[src/iglc_pkg.sv]
// Package of timing constants, codes and types for the ignition status LED coder
package iglc_pkg;
  localparam int unsigned CLK_HZ         = 50_000_000;
  localparam int unsigned TICK_MS        = 1;
  localparam int unsigned TICK_CYC       = CLK_HZ / 1000 * TICK_MS;
  // Pattern times in milliseconds
  localparam int unsigned SOLID_MS       = 4000;
  localparam int unsigned FLAME_FLASH_MS = 1000;
  localparam int unsigned CODE_HALF_MS   = 250;
  localparam int unsigned CODE_GAP_MS    = 2000;
  localparam int unsigned BEAT_HALF_MS   = 500;
  localparam int unsigned FAST_HALF_MS   = 100;
  // Fault reaction times in seconds
  localparam int unsigned RETRY_S        = 300;
  localparam int unsigned OOS_LIMIT_S    = 10;
  localparam int unsigned HOLDOFF_S      = 3600;
  localparam int unsigned DAMPER_S       = 60;
  localparam int unsigned MS_PER_S       = 1000;
  // Dim level as PWM duty out of 16
  localparam logic [3:0]  DIM_DUTY       = 4'h4;
  // Fault codes
  localparam logic [3:0]  CODE_NONE      = 4'h0;
  localparam logic [3:0]  CODE_RETRY     = 4'h2;
  localparam logic [3:0]  CODE_RECYCLE   = 4'h3;
  localparam logic [3:0]  CODE_OOS       = 4'h4;
  localparam logic [3:0]  CODE_DAMPER    = 4'h5;
  localparam logic [3:0]  CODE_INTERNAL  = 4'h6;
  localparam logic [3:0]  CODE_ROD_SHORT = 4'h7;
  localparam logic [3:0]  CODE_LOW_SUPPLY = 4'h8;
  // Display modes
  typedef enum logic [4:0] {
    IGLC_DISP_OFF   = 5'b00001,
    IGLC_DISP_FAST  = 5'b00010,
    IGLC_DISP_BEAT  = 5'b00100,
    IGLC_DISP_FLAME = 5'b01000,
    IGLC_DISP_CODE  = 5'b10000
  } iglc_disp_e;
endpackage

[src/iglc_disp_if.sv]
// Interface carrying the display request from sequencer to LED pattern engine
`timescale 1ns/1ps
interface iglc_disp_if;
  iglc_pkg::iglc_disp_e mode;
  logic [3:0]           count;
  logic                 tick;
  modport src (output mode, output count, output tick);
  modport dst (input mode, input count, input tick);
endinterface

[src/iglc_led_pattern.sv]
// LED pattern engine: off, fast blink, heartbeat, flame readout and fault code
`timescale 1ns/1ps
module iglc_led_pattern
  import iglc_pkg::*;
(
  // Clock and reset
  input  wire logic  i_sys_clk,
  input  wire logic  i_nrst,
  // Display request
  iglc_disp_if.dst   disp,
  // LED drive
  output logic       o_led
);
  typedef struct packed {
    iglc_disp_e mode;
    logic [3:0] count;
    logic [3:0] done;
    logic [1:0] phase;
    logic [11:0] ms;
    logic [3:0] pwm;
    logic       led;
  } iglc_pat_s;

  iglc_pat_s st_r;
  iglc_pat_s st_nxt;

  always_comb begin
    st_nxt = st_r;
    st_nxt.pwm = st_r.pwm + 4'h1;
    if (disp.mode != st_r.mode || disp.count != st_r.count) begin
      // Clean restart on any change of shown pattern
      st_nxt.mode  = disp.mode;
      st_nxt.count = disp.count;
      st_nxt.done  = 4'h0;
      st_nxt.phase = 2'd0;
      st_nxt.ms    = 12'h000;
    end else if (disp.tick) begin
      st_nxt.ms = st_r.ms + 12'h001;
      case (st_r.mode)
        IGLC_DISP_FAST, IGLC_DISP_BEAT: begin
          if (st_r.mode == IGLC_DISP_FAST ? st_r.ms == 12'(FAST_HALF_MS - 1)
                                          : st_r.ms == 12'(BEAT_HALF_MS - 1)) begin
            st_nxt.ms = 12'h000;
            st_nxt.phase = {1'b0, ~st_r.phase[0]};
          end
        end
        IGLC_DISP_FLAME: begin
          // 4 s on, then one 1 s flash per microampere
          if (st_r.phase == 2'd0 && st_r.ms == 12'(SOLID_MS - 1)) begin
            st_nxt.ms = 12'h000;
            st_nxt.phase = (st_r.count == 4'h0) ? 2'd0 : 2'd1;
          end else if (st_r.phase != 2'd0 && st_r.ms == 12'(FLAME_FLASH_MS / 2 - 1)) begin
            st_nxt.ms = 12'h000;
            if (st_r.phase == 2'd1) begin
              st_nxt.phase = 2'd2;
            end else if (st_r.done + 4'h1 >= st_r.count) begin
              st_nxt.phase = 2'd0;
              st_nxt.done = 4'h0;
            end else begin
              st_nxt.phase = 2'd1;
              st_nxt.done = st_r.done + 4'h1;
            end
          end
        end
        IGLC_DISP_CODE: begin
          // N flashes at 2 Hz, then 2 s dark, repeat
          if (st_r.phase == 2'd3) begin
            if (st_r.ms == 12'(CODE_GAP_MS - 1)) begin
              st_nxt.ms = 12'h000;
              st_nxt.phase = 2'd0;
              st_nxt.done = 4'h0;
            end
          end else if (st_r.ms == 12'(CODE_HALF_MS - 1)) begin
            st_nxt.ms = 12'h000;
            if (st_r.phase == 2'd0) begin
              st_nxt.phase = 2'd1;
            end else if (st_r.done + 4'h1 >= st_r.count) begin
              st_nxt.phase = 2'd3;
            end else begin
              st_nxt.phase = 2'd0;
              st_nxt.done = st_r.done + 4'h1;
            end
          end
        end
        default: begin
          st_nxt.ms = 12'h000;
        end
      endcase
    end
    case (st_nxt.mode)
      IGLC_DISP_FAST:  st_nxt.led = ~st_nxt.phase[0];
      // Bright half then dim half
      IGLC_DISP_BEAT:  st_nxt.led = ~st_nxt.phase[0] | (st_nxt.pwm < DIM_DUTY);
      IGLC_DISP_FLAME: st_nxt.led = (st_nxt.phase != 2'd2);
      IGLC_DISP_CODE:  st_nxt.led = (st_nxt.phase == 2'd0) && (st_nxt.count != 4'h0);
      default:         st_nxt.led = 1'b0;
    endcase
  end

  always_ff @(posedge i_sys_clk or negedge i_nrst) begin
    if (!i_nrst) begin
      st_r <= '{mode: IGLC_DISP_OFF, default: '0};
    end else begin
      st_r <= st_nxt;
    end
  end

  assign o_led = st_r.led;
endmodule

[src/iglc_status_top.sv]
// Ignition fault-reaction sequencer and status LED coder top level
//
// Operation
// In run mode, 4 s on, then one 1 s flash per microampere.
// Fault code N: N flashes at 2 Hz, 2 s dark, repeat.
// Heartbeat: half second bright, half second dim, continuously.
// No pilot flame in trial: code 2, 5 minute delay, new trial.
// Flame lost in run: code 3, new trial, code until proven.
// Out-of-sequence flame: code 4; clears within 10 s returns normal.
// Longer than 10 s: resume one hour after condition clears.
// Code 5 for damper absent, fails open or close in 60 s.
// Damper fault cleared: resume ignition automatically.
// Code 6 internal, 7 rod shorted, 8 low secondary supply.
// Codes 6 to 8 wait while present, resume when cleared.
// Dark without demand, fast blink at power-up check, heartbeat in sequence.
// One code by fixed priority; pattern restarts when code changes.
`timescale 1ns/1ps
module iglc_status_top
  import iglc_pkg::*;
#(
  parameter int unsigned TICK_CYCLES = TICK_CYC,
  parameter int unsigned RETRY_MS    = RETRY_S * MS_PER_S,
  parameter int unsigned OOS_MS      = OOS_LIMIT_S * MS_PER_S,
  parameter int unsigned HOLDOFF_MS  = HOLDOFF_S * MS_PER_S,
  parameter int unsigned DAMPER_MS   = DAMPER_S * MS_PER_S
) (
  // Clock and reset
  input  wire logic       i_sys_clk,
  input  wire logic       i_nrst,
  // Appliance state
  input  wire logic       i_heat_call,
  input  wire logic       i_selftest,
  input  wire logic       i_in_trial,
  input  wire logic       i_run,
  input  wire logic       i_flame,
  input  wire logic       i_trial_fail,
  input  wire logic [3:0] i_flame_ua,
  // Damper
  input  wire logic       i_damper_req,
  input  wire logic       i_damper_present,
  input  wire logic       i_damper_cmd_open,
  input  wire logic       i_damper_open,
  input  wire logic       i_damper_closed,
  // Faults
  input  wire logic       i_internal_err,
  input  wire logic       i_rod_short,
  input  wire logic       i_low_supply,
  // Sequence control
  output logic            o_start_trial,
  output logic            o_wait,
  output logic [3:0]      o_code,
  // LED
  output logic            o_led
);
  typedef struct packed {
    logic [15:0] div;
    logic [21:0] retry_ms;
    logic        retry;
    logic        recycle;
    logic [13:0] oos_ms;
    logic        oos_long;
    logic        holdoff;
    logic [21:0] hold_ms;
    logic [15:0] dmp_ms;
    logic        dmp_fail;
    logic        start;
  } iglc_seq_s;

  iglc_seq_s st_r;
  iglc_seq_s st_nxt;
  logic      tick;
  logic      oos_flame;
  logic      dmp_moving;
  logic      dmp_absent;
  logic      dmp_err;
  logic [3:0] code;

  iglc_disp_if disp ();

  assign tick       = (st_r.div == 16'(TICK_CYCLES - 1));
  assign oos_flame  = i_flame && !i_in_trial && !i_run;
  assign dmp_absent = i_damper_req && !i_damper_present;
  assign dmp_moving = i_damper_present &&
                      (i_damper_cmd_open ? !i_damper_open : !i_damper_closed);
  assign dmp_err    = dmp_absent || st_r.dmp_fail;

  always_comb begin
    st_nxt = st_r;
    st_nxt.start = 1'b0;
    st_nxt.div = tick ? 16'h0000 : st_r.div + 16'h0001;
    // Retry delay after failed trial
    if (i_trial_fail && !st_r.retry) begin
      st_nxt.retry = 1'b1;
      st_nxt.retry_ms = 22'h0;
    end else if (st_r.retry && tick) begin
      if (st_r.retry_ms == 22'(RETRY_MS - 1)) begin
        st_nxt.retry = 1'b0;
        st_nxt.start = 1'b1;
      end else begin
        st_nxt.retry_ms = st_r.retry_ms + 22'h1;
      end
    end
    // Recycle: new trial, code held until flame proven
    if (i_run && !i_flame && !st_r.recycle) begin
      st_nxt.recycle = 1'b1;
      st_nxt.start = 1'b1;
    end else if (st_r.recycle && i_flame && i_in_trial) begin
      st_nxt.recycle = 1'b0;
    end
    // Out-of-sequence flame timing
    if (!oos_flame) begin
      st_nxt.oos_ms = 14'h0;
      st_nxt.oos_long = 1'b0;
      if (st_r.oos_long) begin
        st_nxt.holdoff = 1'b1;
        st_nxt.hold_ms = 22'h0;
      end
    end else if (tick && !st_r.oos_long) begin
      if (st_r.oos_ms == 14'(OOS_MS - 1)) begin
        st_nxt.oos_long = 1'b1;
      end else begin
        st_nxt.oos_ms = st_r.oos_ms + 14'h1;
      end
    end
    // Re-arm from a fresh long condition wins over the countdown end
    if (st_r.holdoff && !oos_flame && !st_r.oos_long && tick) begin
      if (st_r.hold_ms == 22'(HOLDOFF_MS - 1)) begin
        st_nxt.holdoff = 1'b0;
      end else begin
        st_nxt.hold_ms = st_r.hold_ms + 22'h1;
      end
    end
    // Damper travel watchdog, self clears when damper settles
    if (!dmp_moving) begin
      st_nxt.dmp_ms = 16'h0;
      st_nxt.dmp_fail = 1'b0;
    end else if (tick && !st_r.dmp_fail) begin
      if (st_r.dmp_ms == 16'(DAMPER_MS - 1)) begin
        st_nxt.dmp_fail = 1'b1;
      end else begin
        st_nxt.dmp_ms = st_r.dmp_ms + 16'h1;
      end
    end
  end

  always_ff @(posedge i_sys_clk or negedge i_nrst) begin
    if (!i_nrst) begin
      st_r <= '0;
    end else begin
      st_r <= st_nxt;
    end
  end

  // Fixed priority, highest first
  always_comb begin
    if (i_internal_err) begin
      code = CODE_INTERNAL;
    end else if (i_rod_short) begin
      code = CODE_ROD_SHORT;
    end else if (i_low_supply) begin
      code = CODE_LOW_SUPPLY;
    end else if (oos_flame || st_r.holdoff) begin
      code = CODE_OOS;
    end else if (dmp_err) begin
      code = CODE_DAMPER;
    end else if (st_r.retry) begin
      code = CODE_RETRY;
    end else if (st_r.recycle) begin
      code = CODE_RECYCLE;
    end else begin
      code = CODE_NONE;
    end
  end

  // Wait while any blocking fault or hold-off stands
  assign o_wait        = (code != CODE_NONE) && (code != CODE_RECYCLE);
  assign o_start_trial = st_r.start && !o_wait;
  assign o_code        = code;

  assign disp.tick  = tick;
  assign disp.count = (code != CODE_NONE) ? code :
                      (i_run && i_flame) ? i_flame_ua : 4'h0;
  // Display selection
  always_comb begin
    if (code != CODE_NONE) begin
      disp.mode = IGLC_DISP_CODE;
    end else if (i_selftest) begin
      disp.mode = IGLC_DISP_FAST;
    end else if (!i_heat_call) begin
      disp.mode = IGLC_DISP_OFF;
    end else if (i_run && i_flame) begin
      disp.mode = IGLC_DISP_FLAME;
    end else begin
      disp.mode = IGLC_DISP_BEAT;
    end
  end

  iglc_led_pattern u_pattern (
    .i_sys_clk (i_sys_clk),
    .i_nrst    (i_nrst),
    .disp      (disp),
    .o_led     (o_led)
  );
endmodule

[config.mk]
export PLATFORM = sky130hd
export DESIGN_NAME = iglc_status_top
export DESIGN_NICKNAME = d
export VERILOG_FILES = /design/src/iglc_pkg.sv /design/src/iglc_disp_if.sv /design/src/iglc_led_pattern.sv /design/src/iglc_status_top.sv
export SDC_FILE = /design/constraint.sdc
export NUM_CORES = 1
export LEC_CHECK = 0
export BUFFER_PORTS_ARGS = -buffer_cell sky130_fd_sc_hd__buf_2
export CAP_MARGIN = 25
export CORE_MARGIN = 5
export CORE_UTILIZATION = 50
export CTS_CLUSTER_SIZE = 16
export DETAILED_ROUTE_END_ITERATION = 8
export HOLD_SLACK_MARGIN = 0.15
export PLACE_DENSITY = 0.67
export SETUP_SLACK_MARGIN = 0.5
export SYNTH_ARGS = -nofsm -noshare
export SYNTH_HDL_FRONTEND = slang
export SYNTH_SLANG_ARGS = --single-unit
[constraint.sdc]
create_clock -name i_sys_clk -period 5.5 [get_ports i_sys_clk]
set_input_delay 0.55 -clock i_sys_clk [delete_from_list [all_inputs] [get_ports i_sys_clk]]
set_output_delay 0.55 -clock i_sys_clk [all_outputs]
set_load 0.005 [all_outputs]
# Yosys cells after proc, flatten, opt, wreduce, memory -nomap -nowiden
# Cells that the tools add are included.
dict set report word_totals {
  ff_bits 128
  elab_cells 185
}
dict set report op_classes {
  addsub 8
  magnitude_cmp 2
  n_eq_ne 38
  muxes 61
  n_bitwise 3
  reduce_logical 55
}
# op count
set ops {}
lappend ops {{2-to-1 mux 23 bit} 5}
lappend ops {{2-to-1 mux 18 bit} 6}
lappend ops {{2-to-1 mux 4 bit} 12}
lappend ops {{adder 22 x 1 -> 22 bit (second input constant)} 2}
lappend ops {{2-to-1 mux 22 bit} 2}
lappend ops {{2-to-1 mux 14 bit} 3}
lappend ops {{case mux 12 bit (3 select lines)} 1}
lappend ops {{2-to-1 mux 17 bit} 2}
lappend ops {{adder 16 x 1 -> 16 bit (second input constant)} 2}
lappend ops {{equality test 16 bit (second input constant)} 2}
lappend ops {{2-to-1 mux 16 bit} 2}
lappend ops {{2-to-1 mux 15 bit} 2}
lappend ops {{equality test 22 x 19 -> 1 bit (second input constant)} 1}
lappend ops {{equality test 22 bit (second input constant)} 1}
lappend ops {{logical AND 1 bit} 21}
lappend ops {{adder 14 x 1 -> 14 bit (second input constant)} 1}
lappend ops {{equality test 14 bit (second input constant)} 1}
lappend ops {{2-to-1 mux 1 bit} 13}
lappend ops {{adder 12 x 1 -> 12 bit (second input constant)} 1}
lappend ops {{equality test 12 x 11 -> 1 bit (second input constant)} 1}
lappend ops {{equality test 12 bit (second input constant)} 1}
lappend ops {{equality test 12 x 7 -> 1 bit (second input constant)} 1}
lappend ops {{equality test 12 x 8 -> 1 bit (second input constant)} 1}
lappend ops {{equality test 12 x 9 -> 1 bit (second input constant)} 1}
lappend ops {{38 further kinds} 82}

# Depth between registers and ports, before layout
# Gate-level depths: netlist (run 1).
dict set report depth {
  depth_word 16
  ltp_mapped 11
  depth_no_buf 11
}

# By module
# A second synthesis (run 1) with hierarchy kept.
dict set report unflattened {
  cells_unflattened 799
  area_unflattened_um2 7304.5
}
# module n_inst cells_each area_each_um2 seq_area_each_um2
set modules_own_cells {}
lappend modules_own_cells {iglc_status_top 1 561 5138.7 2402.3}
lappend modules_own_cells {iglc_led_pattern 1 238 2165.8 802.0}

# Worst setup path after synthesis (run 1)
# No wires, ideal clock.
dict set report synth_path {
  kind {register -> register}
  startpoint {register u_pattern.st_r[19] (netlist bit)}
  endpoint {register u_pattern.st_r[21] (netlist bit)}
  setup_ns 0.078
  t_arrival_ns 2.532
  slack_ns 2.890
  stages_incl_launch_ff 10
  path_buffers 0
  synth_period_minus_slack_ns 2.610
  path_cell_list {dfrtp_1 > ha_1 > ha_1 > o21ai_0 > o21bai_1 > a21oi_1 > a31oi_1 > a211o_1 > or4b_1 > a21oi_1}
}
dict set report synth_between {
  elab_chain_cells 9
  word_cells_on_any_way 15
  classes_between {1 x add/sub; 1 x order compare; 1 x eq/ne; 11 x mux; 1 x reduce/logical}
}
# element line_no
set synth_lines {}
lappend synth_lines {{start: declaration} iglc_led_pattern.sv:24} ;# iglc_pat_s st_r;
lappend synth_lines {{start signal: assignment} iglc_led_pattern.sv:104} ;# st_r <= st_nxt;
lappend synth_lines {{adder 4 x 1 -> 4 bit (*)} n/a}
lappend synth_lines {{>= comparator 4 bit} {iglc_led_pattern.sv:56, iglc_led_pattern.sv:77}}
lappend synth_lines {{2-to-1 mux 6 bit} iglc_led_pattern.sv:56} ;# end else if (st_r.done + 4'h1 >= st_r.count) begin
lappend synth_lines {{2-to-1 mux 4 bit} iglc_led_pattern.sv:54} ;# if (st_r.phase == 2'd1) begin
lappend synth_lines {{2-to-1 mux 18 bit} iglc_led_pattern.sv:52} ;# end else if (st_r.phase != 2'd0 && st_r.ms == 12'(FLAME_FLASH_MS / 2 - 1)) begin
lappend synth_lines {{2-to-1 mux 4 bit} iglc_led_pattern.sv:49} ;# if (st_r.phase == 2'd0 && st_r.ms == 12'(SOLID_MS - 1)) begin
lappend synth_lines {{case mux 4 bit (2 select lines)} iglc_led_pattern.sv:39} ;# case (st_r.mode)
lappend synth_lines {{2-to-1 mux 18 bit} iglc_led_pattern.sv:37} ;# end else if (disp.tick) begin
lappend synth_lines {{2-to-1 mux 18 bit} iglc_led_pattern.sv:30} ;# if (disp.mode != st_r.mode || disp.count != st_r.count) begin
# Mark *: on every way between the ends. The rest lies on a longest branch, timed or not. The select of a mux whose other input is x is not followed.
# A chain may end at the register's enable or synchronous reset.

==> summary.txt, run 1 <==
Run status
  – Run status: complete, no violations

STA
  – Fin crit share: slightly below 60%
  – Final min period: between 3 and 4 ns
  – Max Freq: ~0.31 GHz
  – Final hold vios: 0
  – Slew margin rel.: 36.7%
  – Setup TNS: 0 ns
  – Final setup viols: 0
  – Fin. max-slew vios: 0
  – Unrepaired setup endpoints after global routing: false
  – Min Hold Slack: 0.246 ns
  – Clock Skews: a little under 0.01 ns
  – Worst slew pin tran: 0.946 ns

Yosys
  – Synth Flop Type: dfrtp_1
  – Avg Cell Area, Syn: between 9 and 10 um2
  – Async set-or-reset flop fraction in the synthesized netlist: between 90% and 100%
  – Synth Area in Simple Gates: 28.6%
  – Post-synth EDFFs: 0
  – Yosys warning total: 0
  – Area contributors post-synth: dfrtp_1 (46%), nor2_1 (6.0%), xor2_1 (5.7%)
  – Synth Area in Adders: under 10%
  – Share of Yosys cell area claimed by the top area cell type: 46.0%
  – Yosys cell types: 65
  – Syn Inst Count: ~750
  – Largest family of logic cells by synthesized area: simple AND/OR/NAND/NOR gates
  – Post-synthesis mux area share: about 1.6%
  – Sequential fraction of the synthesis area: a little under half
  – Synth area leader: dfrtp_1
  – Synth Area in Compound Gates: under 10%
  – Synth Area in XOR/XNOR: a little under a tenth
  – Post-Syn Area: about 6900 um2
  – Synthesized flop and latch total: roughly 130
  – Mapped Nets: about 800

Power
  – Max IR drop VDD: roughly 0.00021 V
  – Pwr/cell area: 275 nW/um2
  – Leak Pwr: 0.00342 uW

Final layout
  – Final Net Count: approximately 800
  – Layout cells sized above 1: ~9.8%
  – Area delta synth->final: 12.7%
  – Antenna Diode Count: 0

Routing
  – Vias per inst: 5.66
  – Final WL: 14500 um
  – Remaining DRCs: 0
  – First-pass detailed-route iteration total: 5
  – Antenna Violating Nets Remaining: 0
  – DRT iter0 DRCs: 439
  – Via count: 5448
  – WL per Instance: 15.0 um

Clock network
  – Post-CTS Resized: 0
  – CTS tree: done
  – Clock transition at the registers of the reported paths: ~0.06 ns
  – CTS max path bufs: 2
  – Total CTS buffers: 17
  – Clock sinks: between 100 and 150
  – Buffer count from post-CTS setup fixing: 0
  – Root Driver: clkbuf_16
  – Skew-Pair Late Insertion Delay: ~0.42 ns
  – CTS H-Tree Depth: 4
  – Hold_buf cts: 0

Global routing
  – Met2 Usage GRT: approximately a third
  – Vias in the first global route: 5454
  – Met1 Usage GRT: roughly a quarter
  – Met3 Use GR: around 4.7%
  – Gr busiest metal: met2
  – Antenna violations before repair: 0
  – Largest net degree at the start of global routing: 71
  – GRT overflow: 0
  – GRT Total Usage: between 10% and 20%
  – First-pass GRT wire length: roughly 25000 um

Floorplan
  – Die H: approximately 130 um
  – Die span in x: 128 um
  – Top Ports: 27
  – FP Rows: 43
  – Initial core utilization: between 50% and 60%
  – DIE AREA: ~16000 um2
  – Core area: ~14000 um2

Setup path
  – CP required: around 5.8 ns
  – Reg-to-Reg End: u_pattern.o_led$_DFF_PN0_
  – Worst setup EP type: flip-flop
  – Worst Setup SP: st_r[84]$_DFF_PN0_
  – Crit-path max cell delay: around 0.63 ns
  – CP Class: reg2reg
  – Reg2Reg Setup Slack: 2.24 ns
  – End of the critical path: u_pattern.o_led$_DFF_PN0_
  – Critical Path AT: around 3.5 ns
  – Slowest CP cell: nand4_1
  – Critical Path, Cell by Cell: nor4b_1 > nand4_1 > a211oi_2 > nand2_1 > a221oi_1 > nor3b_1 > o32ai_1
  – Worst Path Max Fanout: 12
  – R2r worst-path depth: 7
  – Worst reg2reg path startpoint: st_r[84]$_DFF_PN0_
  – Crit start category: flip-flop

Placement
  – Placer's final routability congestion estimate: between 0.8 and 0.9
  – IO Port Bufs: 26
  – DP Wirelength: between 10000 and 15000 um

Worst hold path
  – Worst hold path class: in2async

Run
  – # Max-Cap Violations: 0
-- flip-flops by register name, indices dropped and copies added (netlist names) --
signal           count
u_pattern.st_r      31
u_pattern.o_led      1
st_r                96
-- metrics by stage --
step	cells	total power [uW]	setup WS [ns]	cell area, um2	util [%]
2_1_floorplan	745	997	2.89	6900	-
3_3_place_gp	930	1030	1.98	7190	52.4
3_5_place_dp	930	1040	1.87	7190	52.4
4_1_cts	962	2170	2.26	7780	56.7
5_1_grt	962	2220	1.93	7780	56.7
6_report	962	2140	2.24	7780	56.7
-- per-layer routing --
metal  part of all wire [%]  routed length, um
met3                    3.3                475
met4                    1.7                245
met1                     47               6780
met2                     48               6970
met5                      0                  0
-- area by class of cell --
| class | count | area, um2 |
|---|---|---|
| fill | 1206 | 5940 |
| multi-input combinational | 577 | 3540 |
| sequential | 128 | 3200 |
| clock buffer | 18 | 439 |
| tap | 180 | 225 |
| clock inverter | 14 | 156 |
| timing repair buffer | 28 | 148 |
| inverter | 17 | 63.8 |
-- power breakdown --
group          switching (uW)  leakage [uW]  internal [uW]
Sequential               5.60       0.00173            947
Clock                     441      0.000280            685
Combinational            46.9       0.00141           17.2
Total                     494       0.00342           1650
-- cells in the mapped netlist, drive strengths merged, types with 18 or more instances --
| cell type | number |
|---|---|
| nor3 | 18 |
| a21oi | 30 |
| xor2 | 45 |
| nand4 | 22 |
| o21ai | 31 |
| dfrtp | 127 |
| nand3 | 35 |
| clkbuf | 19 |
| xnor2 | 29 |
| nand2 | 69 |
| and3 | 33 |
| nor2 | 111 |
-- worst max-delay path, delay by kind of cell, from the launching register on --
kind	cells	cell delay (ns)
flip-flops	1	0.43
AND/OR/NAND/NOR	4	1.41
AO/OA/AOI/OAI	3	1.28
-- logic make-up (layout without fill, tap and decap cells) --
kind of cell | Yosys count | after routing
and+or+nand+nor | 376 | 376
DFF | 128 | 128
AOI/OAI and AO/OA | 103 | 103
xor gates and xnor gates | 74 | 74
buffers and inverters | 40 | 77
adders and majority gates | 13 | 13
muxes | 11 | 11
-- worst min-delay path by stage --
stage,slack [ns],from,end,cells past startpoint
5_1_grt,0.32,i_nrst,u_pattern.st_r[19]$_DFFE_PN0P_,1
4_1_cts,0.28,i_nrst,u_pattern.st_r[22]$_DFFE_PN0P_,1
2_1_floorplan,0.25,i_nrst,st_r[0]$_DFF_PN0_,0
6_report,0.25,i_nrst,u_pattern.st_r[22]$_DFFE_PN0P_,1
3_5_place_dp,0.45,u_pattern.st_r[1]$_DFF_PN0_,u_pattern.st_r[1]$_DFF_PN0_,1
3_3_place_gp,0.44,u_pattern.st_r[1]$_DFF_PN0_,u_pattern.st_r[1]$_DFF_PN0_,1
-- placed cells by master, fill, tap and decap left out, types with 3 or more instances in the layout --
master and count:
a211oi_1 3, a21oi_1 30, a31oi_1 7, and2_1 7, and3_1 33, and4_1 8, buf_2 25, buf_4 3
clkbuf_16 17, clkinv_4 3, clkinvlp_4 4, dfrtp_1 127, ha_1 13, inv_1 17, inv_6 4, mux2i_1 10
nand2_1 69, nand2b_1 7, nand3_1 35, nand3b_1 4, nand4_1 22, nand4b_1 3, nor2_1 111, nor2b_1 9
nor3_1 16, nor3b_1 5, nor4_1 7, nor4b_1 5, nor4bb_1 6, o211ai_1 3, o21a_1 3, o21ai_0 31
or3_1 12, or3b_2 5, xnor2_1 29, xor2_1 45
No activity file was read; power rests on OpenSTA's default activity.
==> inputs of run 2 (changes only) <==
--- a/config.mk
+++ b/config.mk
@@ -12,7 +12,7 @@
 export CTS_CLUSTER_SIZE = 16
 export DETAILED_ROUTE_END_ITERATION = 8
 export HOLD_SLACK_MARGIN = 0.15
-export PLACE_DENSITY = 0.67
+export PLACE_DENSITY = 0.69
 export SETUP_SLACK_MARGIN = 0.5
 export SYNTH_ARGS = -nofsm -noshare
 export SYNTH_HDL_FRONTEND = slang
==> constraint.sdc (replaced) <==
create_clock -name i_sys_clk -period 2.9 [get_ports i_sys_clk]
set_input_delay 0.29 -clock i_sys_clk [delete_from_list [all_inputs] [get_ports i_sys_clk]]
set_output_delay 0.29 -clock i_sys_clk [all_outputs]
set_load 0.005 [all_outputs]
==> run 2 against run 1 <==
Effect of this change:
- final cell count increased by 6.0%
- total power increased by 89%
- wire length increased by 15%
- maximum frequency increased by 24%
- combinational power increased by 120%
- first-iteration DRC count increased by 6.6%
- design area increased by 11%
- critical path type unchanged
- highest routed layer is now met5
==> summary.txt, run 2 (same netlist as run 1, synthesis figures left out) <==
Power
  – Comb pwr share: 3.5% (+0.5 points)
  – Internal Pwr Total: 3220 uW (+95%)
  – Switching Fraction: 20.6% (-2.5 points)
  – Switch Pwr: 834 uW (+69%)
  – Seq pwr share: 44.6% (about the same)
  – Final Power: 4060 uW (+89%)
  – Max IR drop VDD: 0.000450 V (+120%)
  – Clock share of power: 51.9% (-0.6 points)
  – Pwr/cell area: 468 nW/um2 (+70%)
  – Leak Pwr: 0.00378 uW (+11%)

STA
  – Fin crit share: 90.6% (+31 points)
  – Final setup viols: 0 (unchanged)
  – Clock Skews: 0.00689 ns (-0.00285 ns)
  – Fin. max-slew vios: 0 (unchanged)
  – Final hold vios: 0 (unchanged)
  – Max Freq: 0.381 GHz (+24%)
  – Min Hold Slack: 0.185 ns (-0.0612 ns)
  – Setup TNS: 0 ns (unchanged)
  – Final min period: 2.63 ns (-0.629 ns)
  – Worst slew pin tran: 0.574 ns (-0.372 ns)
  – Slew margin rel.: 61.8% (+25 points)
  – Unrepaired setup endpoints after global routing: true

Setup path
  – CP Class: reg2reg
  – Critical Path AT: 2.97 ns (-0.57 ns)
  – Slowest CP cell: or4_4
  – Top delay family on crit path: simple AND/OR/NAND/NOR gates
  – Crit start category: flip-flop
  – Worst Path Max Fanout: 5 (-7)
  – Worst path bufs/invs: 1 (+1)
  – Critical Path, Cell by Cell: or4_4 > nor3_4 > buf_4 > nand3_1 > a211o_1 > or3b_2 > a21oi_2
  – Worst setup EP type: flip-flop
  – CP required: 3.24 ns (-2.55 ns)
  – Crit-path max cell delay: 0.61 ns (-0.02 ns)

Clock network
  – Clock sinks: 128 (unchanged)
  – CTS H-Tree Depth: 4 (unchanged)
  – Total CTS buffers: 17 (unchanged)
  – Skew-Pair Late Insertion Delay: 0.41 ns (about the same)
  – CTS tree: done
  – Clock transition at the registers of the reported paths: 0.05 ns (about the same)
  – CTS max path bufs: 2 (unchanged)
  – Root Driver: clkbuf_16

Routing
  – Final WL: 16700 um (+15%)
  – First-pass detailed-route iteration total: 5 (unchanged)
  – Antenna Violating Nets Remaining: 0 (unchanged)
  – WL per Instance: 16.4 um (+8.9%)
  – Via count: 5916 (+8.6%)
  – Vias per inst: 5.80 (+2.4%)
  – Remaining DRCs: 0 (unchanged)
  – DRT iter0 DRCs: 468 (+6.6%)

Run status
  – Run status: complete, no violations

Floorplan
  – Initial core utilization: 50.3% (unchanged)
  – DIE AREA: 16300 um2 (unchanged)
  – Core area: 13700 um2 (unchanged)
  – FP Rows: 43 (unchanged)
  – Die H: 128 um (unchanged)
  – Top Ports: 27 (unchanged)
  – Die span in x: 128 um (unchanged)

Global routing
  – GRT Total Usage: 20.3% (+1.3 points)
  – GRT overflow: 0 (unchanged)
  – Largest net degree at the start of global routing: 68 (-4.2%)
  – Antenna violations before repair: 1 (+1)
  – Vias in the first global route: 5739 (+5.2%)
  – First-pass GRT wire length: 27000 um (+7.2%)

Run
  – # Max-Cap Violations: 0 (unchanged)

Final layout
  – Most common library cell in the layout ignoring fill and taps: dfrtp_1
  – Layout cells sized above 1: 22.4% (+13 points)
  – Top reg by flops: st_r
  – Max FFs per register: 96 (unchanged)
  – Final core occ: 63.2% (+6.4 points)
  – Finished Layout Cells: 1020 (+6.0%)
  – Antenna Diode Count: 0 (unchanged)
  – Area delta synth->final: 25.5%
  – Most frequent cells in the layout: dfrtp_1 (124), nor2_1 (107), nand2_1 (68), xor2_1 (45), buf_4 (43)
  – Final Net Count: 862 (+7.5%)

Worst hold path
  – Worst hold path class: in2reg

Placement
  – Placer's final routability congestion estimate: 0.883 (+2.9%)
  – Dpl cells: 940 (+1.1%)
  – DP Wirelength: 10700 um (+6.5%)
  – IO Port Bufs: 26 (unchanged)
-- run 2: cell count changes in the layout (fill, tap and decap cells not counted), sizes merged --
cell,change
clkinvlp,-4
dlygate4sd3,+5
clkbuf,+5
a21bo,+2
buf,+53
inv,-4
bufinv,+1
-- run 2: layout make-up --
cell class / instances / area (um2)
clock buffer: 23 / 468
clock inverter: 7 / 110
timing repair buffer: 86 / 656
multi-input combinational: 579 / 3940
sequential: 128 / 3210
inverter: 17 / 63.8
fill: 1104 / 5050
tap: 180 / 225
-- run 2: tightest hold or removal path, stage by stage --
cell and delay (ns):
buf_2 0.09, nand4_1 0.05, nand2_1 0.09
-- run 2: power by group through the flow --
| stage | registers (uW) | logic, uW | clock network [uW] |
|---|---|---|---|
| after floorplan | 1840 | 56.0 | 0 |
| after global placement | 1840 | 132 | 0 |
| after detailed placement | 1840 | 136 | 0 |
| after CTS | 1810 | 142 | 2150 |
| after global routing | 1810 | 160 | 2240 |
| final | 1810 | 143 | 2110 |
-- run 2: repair_timing --
item / in CTS / in global routing
cloned: 1 / 2
endpoints found under the setup margin: 57 / 53
hold endpoints to repair: 85 / 0
hold buffers: 5 / 0
gates resized for setup: 27 / 69
pin swaps: 12 / 37
buffers inserted: 14 / 28
-- run 2: final timing paths --
kind                                                  endpoint  cells past startpoint                           start  slack [ns]
worst max-delay path            u_pattern.st_r[20]$_DFFE_PN0P_                      7  u_pattern.st_r[15]$_DFFE_PN0P_        0.27
worst min-delay path              u_pattern.st_r[23]$_DFF_PN0_                      3                   i_flame_ua[0]        0.18
worst max register to register  u_pattern.st_r[20]$_DFFE_PN0P_                      7  u_pattern.st_r[15]$_DFFE_PN0P_        0.27
worst min register to register     u_pattern.st_r[1]$_DFF_PN0_                      1     u_pattern.st_r[1]$_DFF_PN0_        0.46
max in group asynchronous                   st_r[24]$_DFF_PN0_                      3                          i_nrst        1.75
min in group asynchronous       u_pattern.st_r[20]$_DFFE_PN0P_                      2                          i_nrst        0.30
-- run 2: through the flow --
stage | cell area [um2] | worst slack, ns
final | 8670 | 0.272
after global routing | 8670 | 0.101
after detailed placement | 7290 | 0.104
after floorplan | 6930 | 0.474
after global placement | 7290 | 0.272
after CTS | 8180 | 0.309
-- run 2: layer usage --
metal | wire (um) | vias to the layer above | track usage, %
li1 | - | 2816 | -
met4 | 384 | 2 | 7.19
met3 | 788 | 45 | 5.43
met1 | 7280 | 2863 | 25.3
met5 | 13 | - | 0
met2 | 8240 | 190 | 34.2
==> inputs of run 3 (changes only) <==
--- a/config.mk
+++ b/config.mk
@@ -16,4 +16,5 @@
 export SETUP_SLACK_MARGIN = 0.5
 export SYNTH_ARGS = -nofsm -noshare
 export SYNTH_HDL_FRONTEND = slang
+export SYNTH_HIERARCHICAL = 1
 export SYNTH_SLANG_ARGS = --single-unit
==> run 3 against run 2 <==
Effect of this change:
- the flow now finishes with violations (negative setup slack)
- utilization up 3.7 points
- setup slack worse by 0.38 ns
- synthesized cell count up 7.2%
- sequential power about the same
- global-route usage up 1.3 points
- worst hold slack worse by 0.010 ns
- die area up 5.3%
- clock skew about the same
- wire length up 14%
- critical path type unchanged
- highest routed layer is now met4
==> summary.txt, run 3 <==
STA
  – Clock Skews: 0.00734 ns (+0.000456 ns)
  – Final setup viols: 3 (+3)
  – Final min period: 3.01 ns (+0.378 ns)
  – Final hold vios: 0 (unchanged)
  – Max Freq: 0.333 GHz (-13%)
  – Setup WS post-layout: -0.106 ns (-0.378 ns)
  – Unrepaired setup endpoints after global routing: true
  – Worst slew pin tran: 0.719 ns (+0.146 ns)
  – Fin. max-slew vios: 0 (unchanged)
  – Slew margin rel.: 51.9% (-9.8 points)
  – Fin crit share: 104% (+13 points)

Floorplan
  – FP Rows: 44 (+2.3%)
  – Die span in x: 131 um (+2.6%)
  – Core area: 14400 um2 (+5.1%)
  – Initial core utilization: 50.6% (+0.32 points)
  – DIE AREA: 17100 um2 (+5.3%)
  – Die H: 131 um (+2.6%)
  – Top Ports: 27 (unchanged)

Clock network
  – Total CTS buffers: 17 (unchanged)
  – CTS H-Tree Depth: 4 (unchanged)
  – Clock sinks: 128 (unchanged)
  – CTS max path bufs: 2 (unchanged)
  – Root Driver: clkbuf_16
  – Skew-Pair Late Insertion Delay: 0.42 ns (about the same)
  – CTS tree: done
  – Clock transition at the registers of the reported paths: 0.06 ns (about the same)

Final layout
  – Top reg by flops: st_r
  – Post-route cell area: 9640 um2 (+11%)
  – Layout cells sized above 1: 27.9% (+5.6 points)
  – Antenna Diode Count: 0 (unchanged)
  – Most frequent cells in the layout: dfrtp_1 (123), nand2_1 (70), nor2_1 (66), buf_4 (48), nand3_1 (44)
  – Most common library cell in the layout ignoring fill and taps: dfrtp_1
  – Final core occ: 66.8% (+3.7 points)
  – Final Net Count: 929 (+7.8%)
  – Finished Layout Cells: 1093 (+7.2%)
  – Fillcell total: 1041 (-5.7%)
  – Max FFs per register: 96 (unchanged)
  – Area delta synth->final: 32.0%

Placement
  – IO Port Bufs: 26 (unchanged)
  – Pre-CTS setup slack: -0.0653 ns (-0.169 ns)
  – Placer's final routability congestion estimate: 0.891 (+0.99%)
  – DP Wirelength: 11400 um (+7.2%)
  – Placed cell areas: 7820 um2 (+7.3%)
  – Dpl cells: 999 (+6.3%)

Run status
  – Failing checks: negative setup slack
  – Run status: finished with violations

Power
  – Seq pwr share: 44.0% (-0.6 points)
  – Pwr/cell area: 435 nW/um2 (-7.1%)
  – Switching Fraction: 23.2% (+2.6 points)
  – Internal Pwr Total: 3220 uW (about the same)
  – Comb pwr share: 4.6% (+1.1 points)
  – Clock share of power: 51.4% (-0.5 points)
  – Leak Pwr: 0.00406 uW (+7.3%)
  – Switch Pwr: 973 uW (+17%)
  – Max IR drop VDD: 0.000535 V (+19%)

Routing
  – First-pass detailed-route iteration total: 7 (+2)
  – Vias per inst: 6.10 (+5.2%)
  – WL per Instance: 17.5 um (+6.6%)
  – Final WL: 19100 um (+14%)
  – Via count: 6667 (+13%)
  – Antenna Violating Nets Remaining: 0 (unchanged)
  – DRT iter0 DRCs: 348 (-26%)
  – Remaining DRCs: 0 (unchanged)

Global routing
  – First-pass GRT wire length: 29800 um (+11%)
  – Antenna violations before repair: 0 (-1)
  – GRT overflow: 0 (unchanged)
  – GRT Total Usage: 21.7% (+1.3 points)
  – Vias in the first global route: 6401 (+12%)
  – Largest net degree at the start of global routing: 45 (-34%)

Worst hold path
  – Hold Crit Start: i_run
  – WHS Path Cells: 3 (unchanged)
  – Worst hold path class: in2reg
  – WHS Endpoint: st_r[56]$_DFFE_PN0P_

Yosys
  – Async set-or-reset flop fraction in the synthesized netlist: 100% (unchanged)
  – Synth area leader: dfrtp_1
  – Synth Flop Type: dfrtp_1
  – Post-synth EDFFs: 0 (unchanged)
  – Sequential fraction of the synthesis area: 43.9% (-2.5 points)
  – Yosys cell types: 68 (+4.6%)
  – Share of Yosys cell area claimed by the top area cell type: 43.5% (-2.5 points)
  – Post-Syn Area: 7300 um2 (+5.8%)
  – Yosys warning total: 6 (+6)
  – Mapped Nets: 832 (+6.9%)
  – Area contributors post-synth: dfrtp_1 (44%), nand2_1 (3.7%), nor2_1 (3.6%)
  – Most frequent cell after synthesis: dfrtp_1
  – Syn Inst Count: 799 (+7.2%)
  – Post-synth top cells: dfrtp_1 (127), nand2_1 (72), nor2_1 (70)
  – Synthesized flop and latch total: 128 (unchanged)
  – Avg Cell Area, Syn: 9.14 um2 (-1.4%)

Setup path
  – Critical Path AT: 3.36 ns (+0.39 ns)
  – Crit start category: flip-flop
  – Reg-to-Reg End: u_pattern/st_r[21]$_DFFE_PN0P_
  – Crit-path max cell delay: 0.49 ns (-0.12 ns)
  – Reg2Reg Setup Slack: -0.11 ns (-0.38 ns)
  – CP required: 3.25 ns (about the same)
  – Critical Path, Cell by Cell: buf_6 > nand3_4 > xnor2_4 > ha_4 > a2111o_1 > a21oi_4 > maj3_2 > a32oi_2 > or3b_4 > or4b_4 > a21oi_2
  – Worst Setup SP: u_pattern/st_r[19]$_DFFE_PN0P_
  – CP Class: reg2reg
  – Worst reg2reg path startpoint: u_pattern/st_r[19]$_DFFE_PN0P_
  – Worst setup EP type: flip-flop
  – Worst Path Max Fanout: 5 (unchanged)
  – R2r worst-path depth: 11 (+4)
  – Slowest CP cell: or4b_4

Run
  – # Max-Cap Violations: 0 (unchanged)
-- run 3: cell types whose count changed in the layout (fill, tap and decap cells not counted), sizes merged, moves of 15 or more --
| cell | delta |
|---|---|
| and3 | -23 |
| xor2 | -26 |
| buf | +31 |
| o21ai | +15 |
| or4 | +15 |
| o31ai | +20 |
| nor2 | -41 |
| nor4 | +15 |
-- run 3: cell type report --
class | count | area (um2) | share of cell area (%)
Multi-Input combinational cell | 604 | 4450 | 46.2
Sequential cell | 128 | 3210 | 33.3
Timing Repair Buffer | 117 | 1040 | 10.8
Clock buffer | 21 | 470 | 4.88
Tap cell | 184 | 230 | 2.39
Clock inverter | 11 | 130 | 1.35
Inverter | 28 | 110 | 1.14
-- run 3: worst max-delay path, delay by kind of cell (launching register included) --
| kind | cells | cell delay (ns) |
|---|---|---|
| AOI/OAI and AO/OA | 4 | 0.77 |
| xor gates and xnor gates | 1 | 0.16 |
| adders and majority gates | 2 | 0.38 |
| buffers and inverters | 1 | 0.14 |
| DFF | 1 | 0.46 |
| and+or+nand+nor | 3 | 1.02 |
-- run 3: logic make-up after synthesis --
group,count (synthesis),share of synthesized area (%)
AND/OR/NAND/NOR,372,28.3
AO/OA/AOI/OAI,152,13.2
flip-flops,128,43.9
buffers and inverters,68,4.09
XOR/XNOR,46,5.52
multiplexers,19,2.64
adder cells (fa/ha/maj),14,2.36
-- run 3: worst max-delay path by stage --
| stage | end | cells after the start |
|---|---|---|
| finish | u_pattern/st_r[21]$_DFFE_PN0P_ | 11 |
| floorplan | u_pattern/st_r[10]$_DFFE_PN0P_ | 11 |
| CTS | u_pattern/st_r[21]$_DFFE_PN0P_ | 9 |
| global placement | u_pattern/st_r[21]$_DFFE_PN0P_ | 9 |
| global route | u_pattern/st_r[21]$_DFFE_PN0P_ | 11 |
| detailed placement | u_pattern/st_r[21]$_DFFE_PN0P_ | 9 |
-- run 3: stage by stage --
stage | total power (uW) | hold WS, ns | TNS, ns
4_1_cts | 4220 | 0.161 | -0.0213
3_5_place_dp | 2050 | 0.328 | -0.0653
3_3_place_gp | 2040 | 0.321 | -0.0152
6_report | 4190 | 0.175 | -0.138
5_1_grt | 4330 | 0.186 | -0.534
2_1_floorplan | 1950 | -0.00559 | -0.0577
-- run 3: power by group through the flow --
stage                     Combinational, uW  Sequential (uW)  Clock [uW]
after CTS                               182             1840        2190
after floorplan                        83.8             1860           0
final                                   193             1840        2160
after detailed placement                174             1870           0
after global routing                    218             1850        2270
after global placement                  169             1870           0
-- run 3: repair_timing --
action	in CTS	in global routing
gates resized for setup	73	86
buffers inserted	28	27
setup endpoints to repair	73	89
cloned	1	1
hold buffers	5	0
hold endpoints to repair	45	0
pin swaps	36	45
-- run 3: layer usage --
layer / share of wire, % / vias up / GRT usage (%)
met1: 42 / 3292 / 26.7
met2: 51 / 211 / 37.4
met4: 2.0 / 0 / 6.96
met3: 4.8 / 33 / 5.37
met5: 0 / - / 0
li1: - / 3131 / -
